### config.mk
export PLATFORM = sky130hd
export DESIGN_NAME = rxp_rx_fifo_preamble
export DESIGN_NICKNAME = d
export VERILOG_FILES = /design/src/design/rxp_pkg.sv /design/src/design/rxp_fifo.sv /design/src/design/rxp_rx_fifo_preamble.sv
export SDC_FILE = /design/constraint.sdc
export NUM_CORES = 1
export LEC_CHECK = 0
export BUFFER_PORTS_ARGS = -buffer_cell sky130_fd_sc_hd__buf_2
export CORE_UTILIZATION = 36
export CTS_BUF_LIST = sky130_fd_sc_hd__clkbuf_16
export CTS_CLUSTER_DIAMETER = 200
export DETAILED_ROUTE_END_ITERATION = 16
export GPL_ROUTABILITY_DRIVEN = 0
export PLACE_DENSITY = 0.52
export REMOVE_ABC_BUFFERS = 1
export SLEW_MARGIN = 10
export SYNTH_ARGS = -nofsm -noshare
export SYNTH_HDL_FRONTEND = slang
export SYNTH_SLANG_ARGS = --single-unit
### constraint.sdc
create_clock -name clk -period 3.3 [get_ports clk]
set_clock_uncertainty 0.1 [all_clocks]
set_input_delay 0.33 -clock clk [delete_from_list [all_inputs] [get_ports clk]]
set_output_delay 0.33 -clock clk [all_outputs]
set_load 0.02 [all_outputs]
### src/design/rxp_pkg.sv
// Constants for the receive FIFO and preamble qualifier block.
// Assumes one 200 MHz clock and an SPI master on the register pins.
//
// Overview of operation
// RQ1: Received bytes are held in a 64-byte FIFO and a burst read of address 7Fh returns them in turn.
// RQ2: The FIFO fill level is compared with the six-bit almost-full threshold and an interrupt is raised when it is reached.
// RQ3: After an almost-full interrupt the host drains the received bytes from the FIFO.
// RQ4: Setting the FIFO clear bit in register 08h resets only the read and write pointers and leaves the data in place.
// RQ5: An event drives the interrupt pin only when enabled in 05h or 06h, while its status bit is always reported.
// RQ6: A valid preamble is declared only after the threshold in register 35h of consecutive valid preamble bits.
// RQ7: Host software should program a threshold of 20 when the transmitted preamble is longer than 32 bits.
// RQ8: The transmitter should send a preamble sized to the threshold and modulation, shorter where errors are tolerable.
// RQ9: An invalid-preamble indication is asserted when no valid preamble is found within the time set by 60h bits 7:4.
// RQ10: The invalid-preamble window lasts the four-bit time field times 4 data bit periods.
// RQ11: Preamble-detected and invalid-preamble events are reported as bits in status registers 03h and 04h; the code sets both only in 04h.
// RQ12: Any reset returns every register to its default value.
// RQ13: A software reset through register 08h holds the internal reset for between 50 and 470 microseconds.
// RQ14: The sync-word detector stays disabled until a valid preamble has been declared.
// RQ15: The write pointer advances once per stored byte and the read pointer once per byte returned by a burst read.
package rxp_pkg;
	localparam int          CLK_PERIOD_NS   = 5;
	localparam int          SWRST_MIN_US    = 50;
	localparam int          SWRST_MIN_CYC   = (SWRST_MIN_US * 1000 + CLK_PERIOD_NS - 1)
	                                          / CLK_PERIOD_NS;
	localparam int          FIFO_DEPTH      = 64;
	localparam int          FIFO_WIDTH      = 8;

	localparam logic [6:0]  ADDR_STATUS_ONE = 7'h03;
	localparam logic [6:0]  ADDR_STATUS_TWO = 7'h04;
	localparam logic [6:0]  ADDR_ENABLE_ONE = 7'h05;
	localparam logic [6:0]  ADDR_ENABLE_TWO = 7'h06;
	localparam logic [6:0]  ADDR_OPFUNC_TWO = 7'h08;
	localparam logic [6:0]  ADDR_PRE_THR    = 7'h35;
	localparam logic [6:0]  ADDR_INV_TIME   = 7'h60;
	localparam logic [6:0]  ADDR_FIFO_CTL   = 7'h7e;
	localparam logic [6:0]  ADDR_FIFO_PORT  = 7'h7f;

	localparam logic [7:0]  ENABLE_RST      = 8'h00;
	localparam logic [7:0]  OPFUNC_RST      = 8'h00;
	localparam logic [7:0]  PRE_THR_RST     = 8'h14;
	localparam logic [7:0]  INV_TIME_RST    = 8'h00;
	localparam logic [7:0]  FIFO_CTL_RST    = 8'h37;
	localparam logic [7:0]  OPFUNC_MASK     = 8'h16;
	localparam logic [7:0]  FIFO_CTL_MASK   = 8'h3f;

	localparam int          BIT_SWRST       = 7;
	localparam int          BIT_FFCLR       = 1;
	localparam int          BIT_ALMOST_FULL = 4;
	localparam int          BIT_PRE_VALID   = 6;
	localparam int          BIT_PRE_INVALID = 5;
endpackage

### src/design/rxp_fifo.sv
// Byte FIFO with pointer clear that keeps the stored bytes.
// Assumes push and pop come from logic on the same clock.
`timescale 1ns/10ps
module rxp_fifo
	import rxp_pkg::*;
#(
	parameter int DEPTH = FIFO_DEPTH,
	parameter int WIDTH = FIFO_WIDTH,
	parameter int AW    = $clog2(DEPTH)
) (
	input  wire logic             clk,
	input  wire logic             rst_n,
	input  wire logic             clr,
	input  wire logic             push,
	input  wire logic [WIDTH-1:0] push_data,
	input  wire logic             pop,
	output logic      [WIDTH-1:0] head_data,
	output logic      [AW:0]      level,
	output logic                  full,
	output logic                  empty
);
	typedef struct packed {
		logic [DEPTH-1:0][WIDTH-1:0] mem;
		logic [AW-1:0]               wptr;
		logic [AW-1:0]               rptr;
		logic [AW:0]                 cnt;
	} rxp_fifo_state_type;

	rxp_fifo_state_type q_r;
	rxp_fifo_state_type q_nxt;

	logic do_push;
	logic do_pop;

	assign full      = (q_r.cnt == (AW+1)'(DEPTH));
	assign empty     = (q_r.cnt == '0);
	assign level     = q_r.cnt;
	assign head_data = q_r.mem[q_r.rptr];

	always_comb begin
		q_nxt   = q_r;
		do_push = push && !full;
		do_pop  = pop && !empty;
		if (do_push) begin
			q_nxt.mem[q_r.wptr] = push_data;
			q_nxt.wptr          = q_r.wptr + 1'b1; // [RQ15]
		end
		if (do_pop) begin
			q_nxt.rptr = q_r.rptr + 1'b1; // [RQ15]
		end
		q_nxt.cnt = q_r.cnt + (AW+1)'(do_push) - (AW+1)'(do_pop);
		if (clr) begin
			// Only the pointers and the count are cleared; the array keeps its contents.
			q_nxt.wptr = '0; // [RQ4]
			q_nxt.rptr = '0;
			q_nxt.cnt  = '0;
			q_nxt.mem  = q_r.mem;
		end
	end

	always_ff @(posedge clk or negedge rst_n) begin
		if (!rst_n) begin
			q_r <= '0;
		end else begin
			q_r <= q_nxt;
		end
	end
endmodule

### src/design/rxp_rx_fifo_preamble.sv
// Receive FIFO, preamble qualifier and SPI register slave.
// Assumes SPI mode 0, MSB first, SCLK well below a quarter of clk; demodulator on clk.
`timescale 1ns/10ps
module rxp_rx_fifo_preamble
	import rxp_pkg::*;
#(
	parameter int SWRST_CYCLES = SWRST_MIN_CYC
) (
	input  wire logic       clk,
	input  wire logic       rst_n,
	input  wire logic       spi_sclk,
	input  wire logic       spi_nsel,
	input  wire logic       spi_sdi,
	output logic            spi_sdo,
	input  wire logic       rx_bit_tick,
	input  wire logic       rx_preamble_bit,
	input  wire logic       rx_search_restart,
	input  wire logic       rx_byte_valid,
	input  wire logic [7:0] rx_byte,
	output logic            interrupt_request_pin_n,
	output logic            sync_detect_en,
	output logic            preamble_valid,
	output logic            invalid_preamble,
	output logic            soft_reset_active
);
	typedef struct packed {
		logic [2:0]  sclk_s;
		logic [2:0]  nsel_s;
		logic [1:0]  sdi_s;
		logic [7:0]  shreg;
		logic [2:0]  bitc;
		logic        data_ph;
		logic        wr;
		logic [6:0]  addr;
		logic [7:0]  out_sh;
		logic        port_ok;
		logic [7:0]  st1;
		logic [7:0]  st2;
		logic [7:0]  en1;
		logic [7:0]  en2;
		logic [7:0]  ctl2;
		logic [7:0]  pre_thr;
		logic [7:0]  inv_time;
		logic [7:0]  fifo_ctl;
		logic [7:0]  pre_run;
		logic [5:0]  inv_cnt;
		logic        pre_valid;
		logic        pre_invalid;
		logic [15:0] swrst_cnt;
	} rxp_state_type;

	rxp_state_type q_r;
	rxp_state_type q_nxt;

	logic [7:0] fifo_head;
	logic [6:0] fifo_level;
	logic       fifo_full;
	logic       fifo_empty;
	logic       fifo_pop;
	logic       fifo_clr;

	function automatic logic [7:0] reg_rd(input logic [6:0] a, input rxp_state_type s,
	                                      input logic [7:0] head);
		case (a)
			ADDR_STATUS_ONE: reg_rd = s.st1;
			ADDR_STATUS_TWO: reg_rd = s.st2;
			ADDR_ENABLE_ONE: reg_rd = s.en1;
			ADDR_ENABLE_TWO: reg_rd = s.en2;
			ADDR_OPFUNC_TWO: reg_rd = s.ctl2;
			ADDR_PRE_THR:    reg_rd = s.pre_thr;
			ADDR_INV_TIME:   reg_rd = s.inv_time;
			ADDR_FIFO_CTL:   reg_rd = s.fifo_ctl;
			ADDR_FIFO_PORT:  reg_rd = head;
			default:         reg_rd = 8'h00;
		endcase
	endfunction

	rxp_fifo #(
		.DEPTH (FIFO_DEPTH),
		.WIDTH (FIFO_WIDTH),
		.AW    (6)
	) u_fifo (
		.clk       (clk),
		.rst_n     (rst_n),
		.clr       (fifo_clr),
		.push      (rx_byte_valid),
		.push_data (rx_byte),
		.pop       (fifo_pop),
		.head_data (fifo_head),
		.level     (fifo_level),
		.full      (fifo_full),
		.empty     (fifo_empty)
	);

	assign fifo_clr = q_r.ctl2[BIT_FFCLR] || (q_r.swrst_cnt != '0); // [RQ4] [RQ12]

	always_comb begin
		logic [7:0] byte_in;
		logic       rise;
		logic       rd_clr1;
		logic       rd_clr2;
		logic [7:0] set1;
		logic [7:0] set2;
		logic [6:0] nxt_addr;
		logic [5:0] win;
		byte_in  = '0;
		rise     = 1'b0;
		rd_clr1  = 1'b0;
		rd_clr2  = 1'b0;
		set1     = '0;
		set2     = '0;
		nxt_addr = '0;
		win      = {q_r.inv_time[7:4], 2'b00}; // [RQ10]
		fifo_pop = 1'b0;
		q_nxt    = q_r;
		// Stage 0 feeds stage 1 only; edges are seen between stages 1 and 2.
		q_nxt.sclk_s = {q_r.sclk_s[1:0], spi_sclk};
		q_nxt.nsel_s = {q_r.nsel_s[1:0], spi_nsel};
		q_nxt.sdi_s  = {q_r.sdi_s[0], spi_sdi};
		rise         = q_r.sclk_s[1] && !q_r.sclk_s[2];

		if (q_r.nsel_s[1]) begin
			q_nxt.bitc    = '0;
			q_nxt.data_ph = 1'b0;
		end else if (rise) begin
			byte_in      = {q_r.shreg[6:0], q_r.sdi_s[1]};
			q_nxt.shreg  = byte_in;
			q_nxt.bitc   = q_r.bitc + 1'b1;
			q_nxt.out_sh = {q_r.out_sh[6:0], 1'b0};
			if (q_r.bitc == 3'd0 && q_r.data_ph && !q_r.wr) begin
				// The loaded byte is being clocked out, so it now counts as returned.
				fifo_pop = (q_r.addr == ADDR_FIFO_PORT) && q_r.port_ok; // [RQ15]
				rd_clr1  = (q_r.addr == ADDR_STATUS_ONE); // [RQ11]
				rd_clr2  = (q_r.addr == ADDR_STATUS_TWO);
			end
			if (q_r.bitc == 3'd7) begin
				nxt_addr = (q_r.addr == ADDR_FIFO_PORT) ? q_r.addr : q_r.addr + 1'b1;
				if (!q_r.data_ph) begin
					q_nxt.data_ph = 1'b1;
					q_nxt.wr      = byte_in[7];
					q_nxt.addr    = byte_in[6:0];
				end else begin
					q_nxt.addr = nxt_addr;
					if (q_r.wr && q_r.swrst_cnt == '0) begin
						case (q_r.addr)
							ADDR_ENABLE_ONE: q_nxt.en1      = byte_in;
							ADDR_ENABLE_TWO: q_nxt.en2      = byte_in;
							ADDR_OPFUNC_TWO: q_nxt.ctl2     = byte_in & OPFUNC_MASK;
							ADDR_PRE_THR:    q_nxt.pre_thr  = byte_in;
							ADDR_INV_TIME:   q_nxt.inv_time = byte_in;
							ADDR_FIFO_CTL:   q_nxt.fifo_ctl = byte_in & FIFO_CTL_MASK;
							default:         q_nxt.en1      = q_r.en1;
						endcase
						if (q_r.addr == ADDR_OPFUNC_TWO && byte_in[BIT_SWRST]) begin
							q_nxt.swrst_cnt = 16'(SWRST_CYCLES); // [RQ13]
						end
					end
				end
				if (!(q_r.data_ph ? q_r.wr : byte_in[7])) begin
					// Each read byte loads the next word; nothing is consumed until it is clocked out.
					q_nxt.out_sh  = reg_rd(q_nxt.addr, q_r, fifo_head); // [RQ1]
					q_nxt.port_ok = !fifo_empty;
				end
			end
		end

		// Preamble run length and the invalid-preamble window, both in bit periods.
		if (rx_search_restart) begin
			q_nxt.pre_run     = '0;
			q_nxt.inv_cnt     = '0;
			q_nxt.pre_valid   = 1'b0;
			q_nxt.pre_invalid = 1'b0;
		end else if (rx_bit_tick) begin
			q_nxt.pre_run = rx_preamble_bit ? ((q_r.pre_run == 8'hff) ? q_r.pre_run
			                                   : q_r.pre_run + 1'b1) : 8'h00;
			if (!q_r.pre_valid && rx_preamble_bit && q_nxt.pre_run >= q_r.pre_thr) begin
				q_nxt.pre_valid = 1'b1; // [RQ6]
				set2[BIT_PRE_VALID] = 1'b1; // [RQ11]
			end
			if (q_r.inv_cnt != 6'h3f) begin
				q_nxt.inv_cnt = q_r.inv_cnt + 1'b1;
			end
			if (!q_r.pre_valid && !q_nxt.pre_valid && !q_r.pre_invalid && win != '0
			    && q_nxt.inv_cnt == win) begin
				q_nxt.pre_invalid = 1'b1; // [RQ9]
				set2[BIT_PRE_INVALID] = 1'b1; // [RQ11]
			end
		end

		set1[BIT_ALMOST_FULL] = (fifo_level >= {1'b0, q_r.fifo_ctl[5:0]}); // [RQ2]
		// A status read clears only the bits it reported; a new event in the same cycle survives.
		q_nxt.st1 = (q_r.st1 & ~(rd_clr1 ? q_r.out_sh : 8'h00)) | set1; // [RQ5]
		q_nxt.st2 = (q_r.st2 & ~(rd_clr2 ? q_r.out_sh : 8'h00)) | set2;

		if (q_r.swrst_cnt != '0) begin
			q_nxt.swrst_cnt   = q_r.swrst_cnt - 1'b1;
			q_nxt.st1         = 8'h00; // [RQ12]
			q_nxt.st2         = 8'h00;
			q_nxt.en1         = ENABLE_RST;
			q_nxt.en2         = ENABLE_RST;
			q_nxt.ctl2        = OPFUNC_RST;
			q_nxt.pre_thr     = PRE_THR_RST;
			q_nxt.inv_time    = INV_TIME_RST;
			q_nxt.fifo_ctl    = FIFO_CTL_RST;
			q_nxt.pre_run     = '0;
			q_nxt.inv_cnt     = '0;
			q_nxt.pre_valid   = 1'b0;
			q_nxt.pre_invalid = 1'b0;
		end
	end

	always_ff @(posedge clk or negedge rst_n) begin
		if (!rst_n) begin
			q_r          <= '0;
			q_r.sclk_s   <= 3'b000;
			q_r.nsel_s   <= 3'b111;
			q_r.en1      <= ENABLE_RST; // [RQ12]
			q_r.en2      <= ENABLE_RST;
			q_r.ctl2     <= OPFUNC_RST;
			q_r.pre_thr  <= PRE_THR_RST;
			q_r.inv_time <= INV_TIME_RST;
			q_r.fifo_ctl <= FIFO_CTL_RST;
		end else begin
			q_r <= q_nxt;
		end
	end

	assign spi_sdo                 = q_r.out_sh[7];
	assign interrupt_request_pin_n = !(|(q_r.st1 & q_r.en1) || |(q_r.st2 & q_r.en2)); // [RQ5]
	assign sync_detect_en          = q_r.pre_valid; // [RQ14]
	assign preamble_valid          = q_r.pre_valid;
	assign invalid_preamble        = q_r.pre_invalid;
	assign soft_reset_active       = (q_r.swrst_cnt != '0);
endmodule

# Yosys cells after proc, flatten, opt, wreduce, memory -nomap -nowiden
# Cells that the tools add are included.
# word_totals
ff_bits	662
latchBits	0
mem_bits_rw	0
rom_bits	0
inputBits	17
out_inout_bits	6
elab_cells	267
mem_count	0
# classes
add_sub_neg	9
mul	0
div_mod_pow	0
n_lt_le_gt_ge	5
n_eq_ne	24
shift	0
muxes	64
bitwise	12
reduce_logical	63
# ops
operator	count
512-bit bitwise mux	1
48-bit two-way mux	5
16-bit two-way mux	8
8-bit two-way mux	12
96-bit two-way mux	1
8-bit case mux with 9 select lines	1
7-bit == test, second input constant	7
8-bit binary-select mux with 6-bit select	1
8-bit demux with 6-bit select	1
7-bit by 3-bit == test with 1-bit output, second input constant	6
6-bit AND reduction	7
7-bit two-way mux	5
8-bit AND	4
6-bit two-way mux	5
2-bit nonzero test	15
21-bit two-way mux	1
19-bit two-way mux	1
6-bit by 1-bit adder with 6-bit output, second input constant	3
18-bit two-way mux	1
1-bit two-way mux	17
16-bit zero test	1
8-bit inverter	2
16-bit nonzero test	1
8-bit OR reduction	2
34 further kinds	69

# Logic depth before layout (Yosys ltp)
# Gate-level depths: netlist of run 1.
# logic_depth
depth_word	18
ltp_mapped	16
ltp_nobuf	15

# Hierarchy
# From an unflattened synthesis of run 1, not the netlist that was laid out.
# unflattened
hier_cells	2510
hier_area_um2	32189.6
# modules_own_cells
module	instances	cells_per_inst	area_per_inst_um2	seq_area_each_um2
rxp_fifo	1	1717	24828.8	13287.7
rxp_rx_fifo_preamble	1	793	7360.8	3114.2

# Worst setup path after synthesis of run 1
# No wires, ideal clock.
# synth_path
path_kind	register to register
start	register u_fifo.q_r, in the netlist u_fifo.level[2]
end	register u_fifo.q_r, in the netlist u_fifo.level[6]
setup_time_ps	78
t_arrival_ps	2947
t_required_ps	3122
slack_ps	175
path_stages_with_launch	16
n_path_buf	0
period_less_slack_ps	3125
cell_sequence	dfrtp_1 inv_1 ha_1 nor4bb_1 nand2b_1 nor3b_1 ha_1 inv_1 ha_1 fa_1 a21oi_1 o21bai_1 a21oi_1 nor2_1 or3_1 a21oi_1
# synth_lines
element	line_no	source
start, declared	rxp_fifo.sv:29	rxp_fifo_state_type q_r;
start signal, assigned	rxp_fifo.sv:65	q_r <= q_nxt;

==> results of run 1 <==
==> cells by family after synthesis <==
family                     Yosys count  share of synthesized area [%]
and+or+nand+nor                    452                           7.74
AOI/OAI and AO/OA                  258                           5.61
xor gates and xnor gates            36                          0.998
adders and majority gates           36                           1.45
DFF                                655                           51.9
buffers and inverters              198                           2.78
muxes                              707                           29.5
==> repair_timing <==
item | 4_1_cts | 5_1_grt
pin swaps | 1 | 5
resized for setup | 5 | 9
endpoints found under the hold margin | 65 | 0
buffers inserted | 1 | 3
hold buffers | 6 | 0
endpoints found under the setup margin | 2 | 72
==> routing by layer <==
metal | track usage (%) | vias up | wire length (um)
met4 | 4.88 | 0 | 1860
met1 | 27.4 | 10700 | 39100
met2 | 31.6 | 388 | 41300
met3 | 3.46 | 125 | 3540
li1 | - | 8878 | -
met5 | 0 | - | 0
==> cell type report <==
| cell class | count | area, sq um | share of cell area (%) |
|---|---|---|---|
| flip-flops and latches | 655 | 16400 | 45.1 |
| multi-input cells | 1489 | 14400 | 39.5 |
| clock buffers | 76 | 1900 | 5.22 |
| repair buffers | 210 | 1850 | 5.07 |
| well taps | 1155 | 1450 | 3.97 |
| clock inverters | 53 | 289 | 0.793 |
| inverters | 39 | 150 | 0.412 |
| diodes | 1 | 2.50 | 0.00687 |
==> layout by cell type (no fill, tap or decap), types with 10 or more instances in the layout <==
cell	instances
a21oi_1	57
a221oi_1	17
a22o_1	16
a22oi_1	31
a31oi_1	12
and3_1	16
buf_12	24
buf_2	21
buf_4	158
clkbuf_16	76
clkinv_1	16
clkinv_2	12
dfrtp_1	643
ha_1	34
inv_1	54
mux2_2	522
mux2i_1	57
mux4_2	128
nand2_1	122
nand2_2	10
nand2b_1	16
nand3_1	25
nand4_1	12
nor2_1	106
nor2_2	37
nor3_1	22
nor4_1	10
o21ai_0	45
xnor2_1	22
xor2_1	14
==> registers in the layout (all words and copies together) (netlist names) <==
signal,flops
u_fifo.q_r,524
q_r,116
u_fifo.level,7
q_nxt,5
invalid_preamble,1
preamble_valid,1
spi_sdo,1
==> worst register-to-register path, delay by kind of cell (launching register included) <==
| family | cells | cell delay [ns] |
|---|---|---|
| compound gates | 4 | 0.49 |
| fa+ha+maj | 4 | 0.95 |
| buf+inv | 2 | 0.11 |
| flops | 1 | 0.40 |
| simple gates | 5 | 1.00 |
==> through the flow <==
stage | total power, mW | utilization [%] | hold slack, ns | area [sq um]
6_report | 24.2 | 41.9 | 0.112 | 36400
5_1_grt | 25.5 | 41.9 | 0.0991 | 36400
4_1_cts | 24.4 | 41.9 | 0.0681 | 36400
3_5_place_dp | 16.7 | 39.2 | 0.249 | 34100
3_3_place_gp | 16.4 | 39.2 | 0.249 | 34100
2_1_floorplan | 14.7 | - | -0.0656 | 30900
==> how the worst max path moves through the flow <==
| stage | start | endpoint | cells after the start |
|---|---|---|---|
| 4_1_cts | u_fifo.level[2] | u_fifo.level[6] | 15 |
| 2_1_floorplan | u_fifo.q_r[7] | q_r[97] | 7 |
| 6_report | u_fifo.level[4] | u_fifo.level[6] | 15 |
| 3_3_place_gp | u_fifo.level[2] | u_fifo.level[6] | 15 |
| 5_1_grt | u_fifo.level[5] | u_fifo.level[6] | 15 |
| 3_5_place_dp | u_fifo.level[2] | u_fifo.level[6] | 15 |
==> power breakdown <==
part	switching [mW]	internal, mW
registers	1.24	10.1
logic	2.33	2.98
clock network	3.31	4.24
total	6.88	17.3
==> out/results.ini, run 1 <==
[synth]
synth-edff-count = 0
postSynthCellCount = 2342
synth_area_leaders = dfrtp_1 (51%), mux2_2 (19%), mux4_2 (9.1%)
yosys.area.top_type = dfrtp_1
yosys.cell_count.top_type = dfrtp_1
synth_seq_area_share_pct = 51.9
synth_area_sq_um = 31600
synth-seq-cells = 655
synth.cells.most_frequent = dfrtp_1 (646), mux2_2 (522), mux4_2 (128)
ys_warn_count = 0
avgSynthCellArea_sq_um = 13.5
ys_types = 85
synthFlopType = dfrtp_1
synth.top_cell.area_share_pct = 51.2
synthArstFlopShare_pct = 100

[placed_design]
dpl_worst_slack_ns = -0.0940
hpwl_mm = 57.1
placed_cells = 3538
io_buffers = 22

[hold_path]
holdPathEnd = q_r[24]
hp-class = in -> reg
worstHoldPathCells = 3
min_from = rx_bit_tick

[global_route]
antenna_found_initial = 0
grt_first_pass_wirelength_mm = 134
grt_max_degree = 83
grt_pass1_vias = 21300
grt_overflow = 0
grtUsageTotal_pct = 19.6

[cells_and_area]
drive_above_1_share_pct = 42.0
fillers = 8009
fin_nets = 2522
layout.cells.non_filler = 3678
area_growth_syn_to_layout_pct = 15.3

[setup_path]
cp.arrival_ns = 3.58
cp_cell_sequence = inv_2 -> ha_1 -> nor4bb_4 -> nand2b_1 -> nor3b_1 -> ha_1 -> inv_1 -> ha_2 -> fa_2 -> a21oi_2 -> o21bai_1 -> a21oi_1 -> nor2_1 -> or3_1 -> a21oi_2
regToRegSetupSlack_ns = 0.14
r2r-start = u_fifo.level[4]
critPathMaxStageDelay_ns = 0.40
required_ns = 3.72
critical_path_buf_inv_count = 2
worst-setup-path-type = reg -> reg
worstSetupEndpointType = register
crit_fanout = 3
critPathTopFamily = simple AND/OR/NAND/NOR gates
ff2ff_path_depth = 15
critical-path-slowest-cell = dfrtp_1
r2r_end = u_fifo.level[6]
cp-start-kind = register

[cts]
htree_num_levels = 3
cts_sinks = 655
clock_path_buffers = 3
tritoncts = built
root_buffer = clkbuf_16
clk_latency_ns = 0.62
cts_made_buffers = 74
clk_pin_slew_ns = 0.06

[timing]
setup_slack_ns = 0.139
period_share_pct = 95.8
setup_viol = 0
slew_headroom_pct = 26.4
hold_viol = 0
max_freq_ghz = 0.316
drv_slew = 0
finalSetupTns_ns = 0
period_needed_ns = 3.16
rsz0062_at_grt = true
worstMarginPinSlew_ns = 1.09

[drt]
postRouteAntennaNets = 0
drt_iter0_markers = 1275
vias = 20100
drc = 0
wl_per_cell_um = 23.3
drt-pass1-iter-count = 5
drt-vias-per-instance = 5.46
wl_mm = 85.8

[floorplanning]
die-area_sq_um = 89000
die_h_um = 298
start_util_pct = 36.4
ioPinCount = 23
num_rows = 108
coreArea_sq_um = 86900
die_width_um = 298

[flow_run]
drv_cap = 0

[status]
status = complete, no violations

[power_and_ir_drop]
static-leakage-power_nw = 16.8
peakVddDrop_mv = 0.359
power.density_nw_per_um2 = 664

(Power assumes the default switching activity.)
==> inputs of run 2 (changes only) <==
--- a/config.mk
+++ b/config.mk
@@ -6,12 +6,12 @@
 export NUM_CORES = 1
 export LEC_CHECK = 0
 export BUFFER_PORTS_ARGS = -buffer_cell sky130_fd_sc_hd__buf_2
-export CORE_UTILIZATION = 36
+export CORE_UTILIZATION = 38
 export CTS_BUF_LIST = sky130_fd_sc_hd__clkbuf_16
 export CTS_CLUSTER_DIAMETER = 200
 export DETAILED_ROUTE_END_ITERATION = 16
 export GPL_ROUTABILITY_DRIVEN = 0
-export PLACE_DENSITY = 0.52
+export PLACE_DENSITY = 0.54
 export REMOVE_ABC_BUFFERS = 1
 export SLEW_MARGIN = 10
 export SYNTH_ARGS = -nofsm -noshare
==> run 2 against run 1 <==
- non-clock buffer count down 2
- sequential power about the same
- core utilization up 2.3 points
- worst setup slack worse by 0.088 ns
- critical path depth down 7
==> out/results.ini, run 2 (synthesized netlist as in run 1, its figures left out) <==
[drt]
vias = 20100
drc = 0
drt-pass1-iter-count = 6
wl_per_cell_um = 23.5
drt-vias-per-instance = 5.58
drt_iter0_markers = 1313
postRouteAntennaNets = 0
wl_mm = 84.4

[timing]
hold_viol = 0
drv_slew = 0
setup_viol = 0
worstMarginPinSlew_ns = 0.958
period_needed_ns = 3.25
max_freq_ghz = 0.308
period_share_pct = 98.4
rsz0062_at_grt = true
slew_headroom_pct = 36.1

[floorplanning]
start_util_pct = 38.4
ioPinCount = 23
num_rows = 105
die-area_sq_um = 84300
die_width_um = 290
coreArea_sq_um = 82200
die_h_um = 290

[global_route]
grt_first_pass_wirelength_mm = 133
antenna_found_initial = 0
grt_overflow = 0
grtUsageTotal_pct = 20.5
grt_pass1_vias = 21500
grt_max_degree = 98

[hold_path]
hp-class = in -> reg

[cells_and_area]
area_growth_syn_to_layout_pct = 15.1
drive_above_1_share_pct = 42.0
regMostFlops = u_fifo.q_r
multi_input_comb_area_sq_um = 14400
ff_latch_area_sq_um = 16400
largest_reg_flops = 524
fillers = 7426
fin_area_sq_um = 36400
layout_commonest_cell = dfrtp_1
fin_nets = 2522
final_cell_mix = dfrtp_1 (643), mux2_2 (522), buf_4 (164), mux4_2 (128), nand2_1 (122)

[power_and_ir_drop]
power_mw = 24.7
power_frac_seq_pct = 45.6
pwr-share-comb_pct = 21.7
clockPowerShare_pct = 32.7
static-leakage-power_nw = 16.8
swShare_pct = 28.1
power.density_nw_per_um2 = 678
peakVddDrop_mv = 0.376
switching_power_mw = 6.93
intPower_mw = 17.7

[cts]
cts_sinks = 655
htree_num_levels = 3
clk_pin_slew_ns = 0.06
cts_made_buffers = 76
clk_latency_ns = 0.62
clock_path_buffers = 3
root_buffer = clkbuf_16
tritoncts = built

[setup_path]
critical-path-slowest-cell = a221oi_1
critPathTopFamily = compound AO/OA/AOI/OAI gates
required_ns = 3.68
regToRegSetupSlack_ns = 0.05
cp.arrival_ns = 3.63
cp-start-kind = register
critPathMaxStageDelay_ns = 0.59
crit_fanout = 20
critical_path_buf_inv_count = 2
cp_cell_sequence = buf_12 -> mux4_2 -> a22o_1 -> a221oi_1 -> o21ai_0 -> o31ai_1 -> buf_4 -> a32oi_1
worst-setup-path-type = reg -> reg
worstSetupEndpointType = register

[status]
status = complete, no violations

[placed_design]
dpl_cell_area_sq_um = 33900
io_buffers = 22
hpwl_mm = 57.0

[flow_run]
drv_cap = 0

-- run 2: cell types whose count changed in the layout (fill, tap and decap cells not counted), moves of 2 or more --
cell | previous run | this run
buf_12 | 24 | 16
buf_4 | 158 | 164
clkinv_1 | 16 | 14
inv_1 | 54 | 56
bufinv_16 | 1 | 5
inv_6 | 4 | 1
clkbuf_16 | 76 | 79
-- run 2: worst min-delay path: cells and delay by family --
family | cells | cell delay (ns)
AO/OA/AOI/OAI | 1 | 0.15
buffers and inverters | 1 | 0.11
AND/OR/NAND/NOR | 2 | 0.10
-- run 2: final cells by class --
class / count / area share (%)
flip-flops and latches: 655 / 45.1
multi-input cells: 1489 / 39.5
clock buffers: 79 / 5.43
repair buffers: 208 / 4.76
well taps: 1070 / 3.68
clock inverters: 53 / 1.06
inverters: 39 / 0.402
diodes: 1 / 0.00688
-- run 2: through the flow --
stage                     cells  setup WS, ns  hold slack, ns  setup TNS, ns  util [%]
after floorplan            2183         -3.91         -0.0656         -62.37         -
after global placement     3454       -0.0246           0.244        -0.0357      41.2
after detailed placement   3454       -0.0488           0.247        -0.0746      41.2
after CTS                  3592       0.00783          0.0138              0      44.2
after global routing       3593       -0.0292          0.0525        -0.0292      44.2
final                      3594        0.0514          0.0277              0      44.2
-- run 2: final timing paths --
path	start	endpoint	cells after the start
min reg2reg	q_nxt[131]	q_nxt[132]	0
min in group asynchronous	rst_n	q_r[24]	2
min	rx_search_restart	q_r[86]	4
max reg2reg	u_fifo.q_r[7]	q_r[100]	8
max in group asynchronous	rst_n	u_fifo.q_r[383]	3
max	u_fifo.q_r[7]	q_r[100]	8
-- run 2: metal layers --
metal	routed length (um)	track usage [%]
met5	0	0
met2	40300	33.3
met3	3610	3.39
met1	38300	28.2
met4	2230	5.80
-- run 2: power groups by stage --
stage          combinational (mW)  clock (mW)  sequential (mW)
2_1_floorplan                3.73           0             11.0
3_3_place_gp                 5.12           0             11.2
3_5_place_dp                 5.29           0             11.4
4_1_cts                      5.32        8.29             11.2
5_1_grt                      5.79        8.65             11.5
6_report                     5.35        8.07             11.3
-- run 2: what timing repair did --
item,in CTS,in global routing
endpoints found under the hold margin,61,0
resized for setup,3,11
setup buffers,0,1
pin swaps,0,6
setup endpoints to repair,2,63
hold buffers,6,0
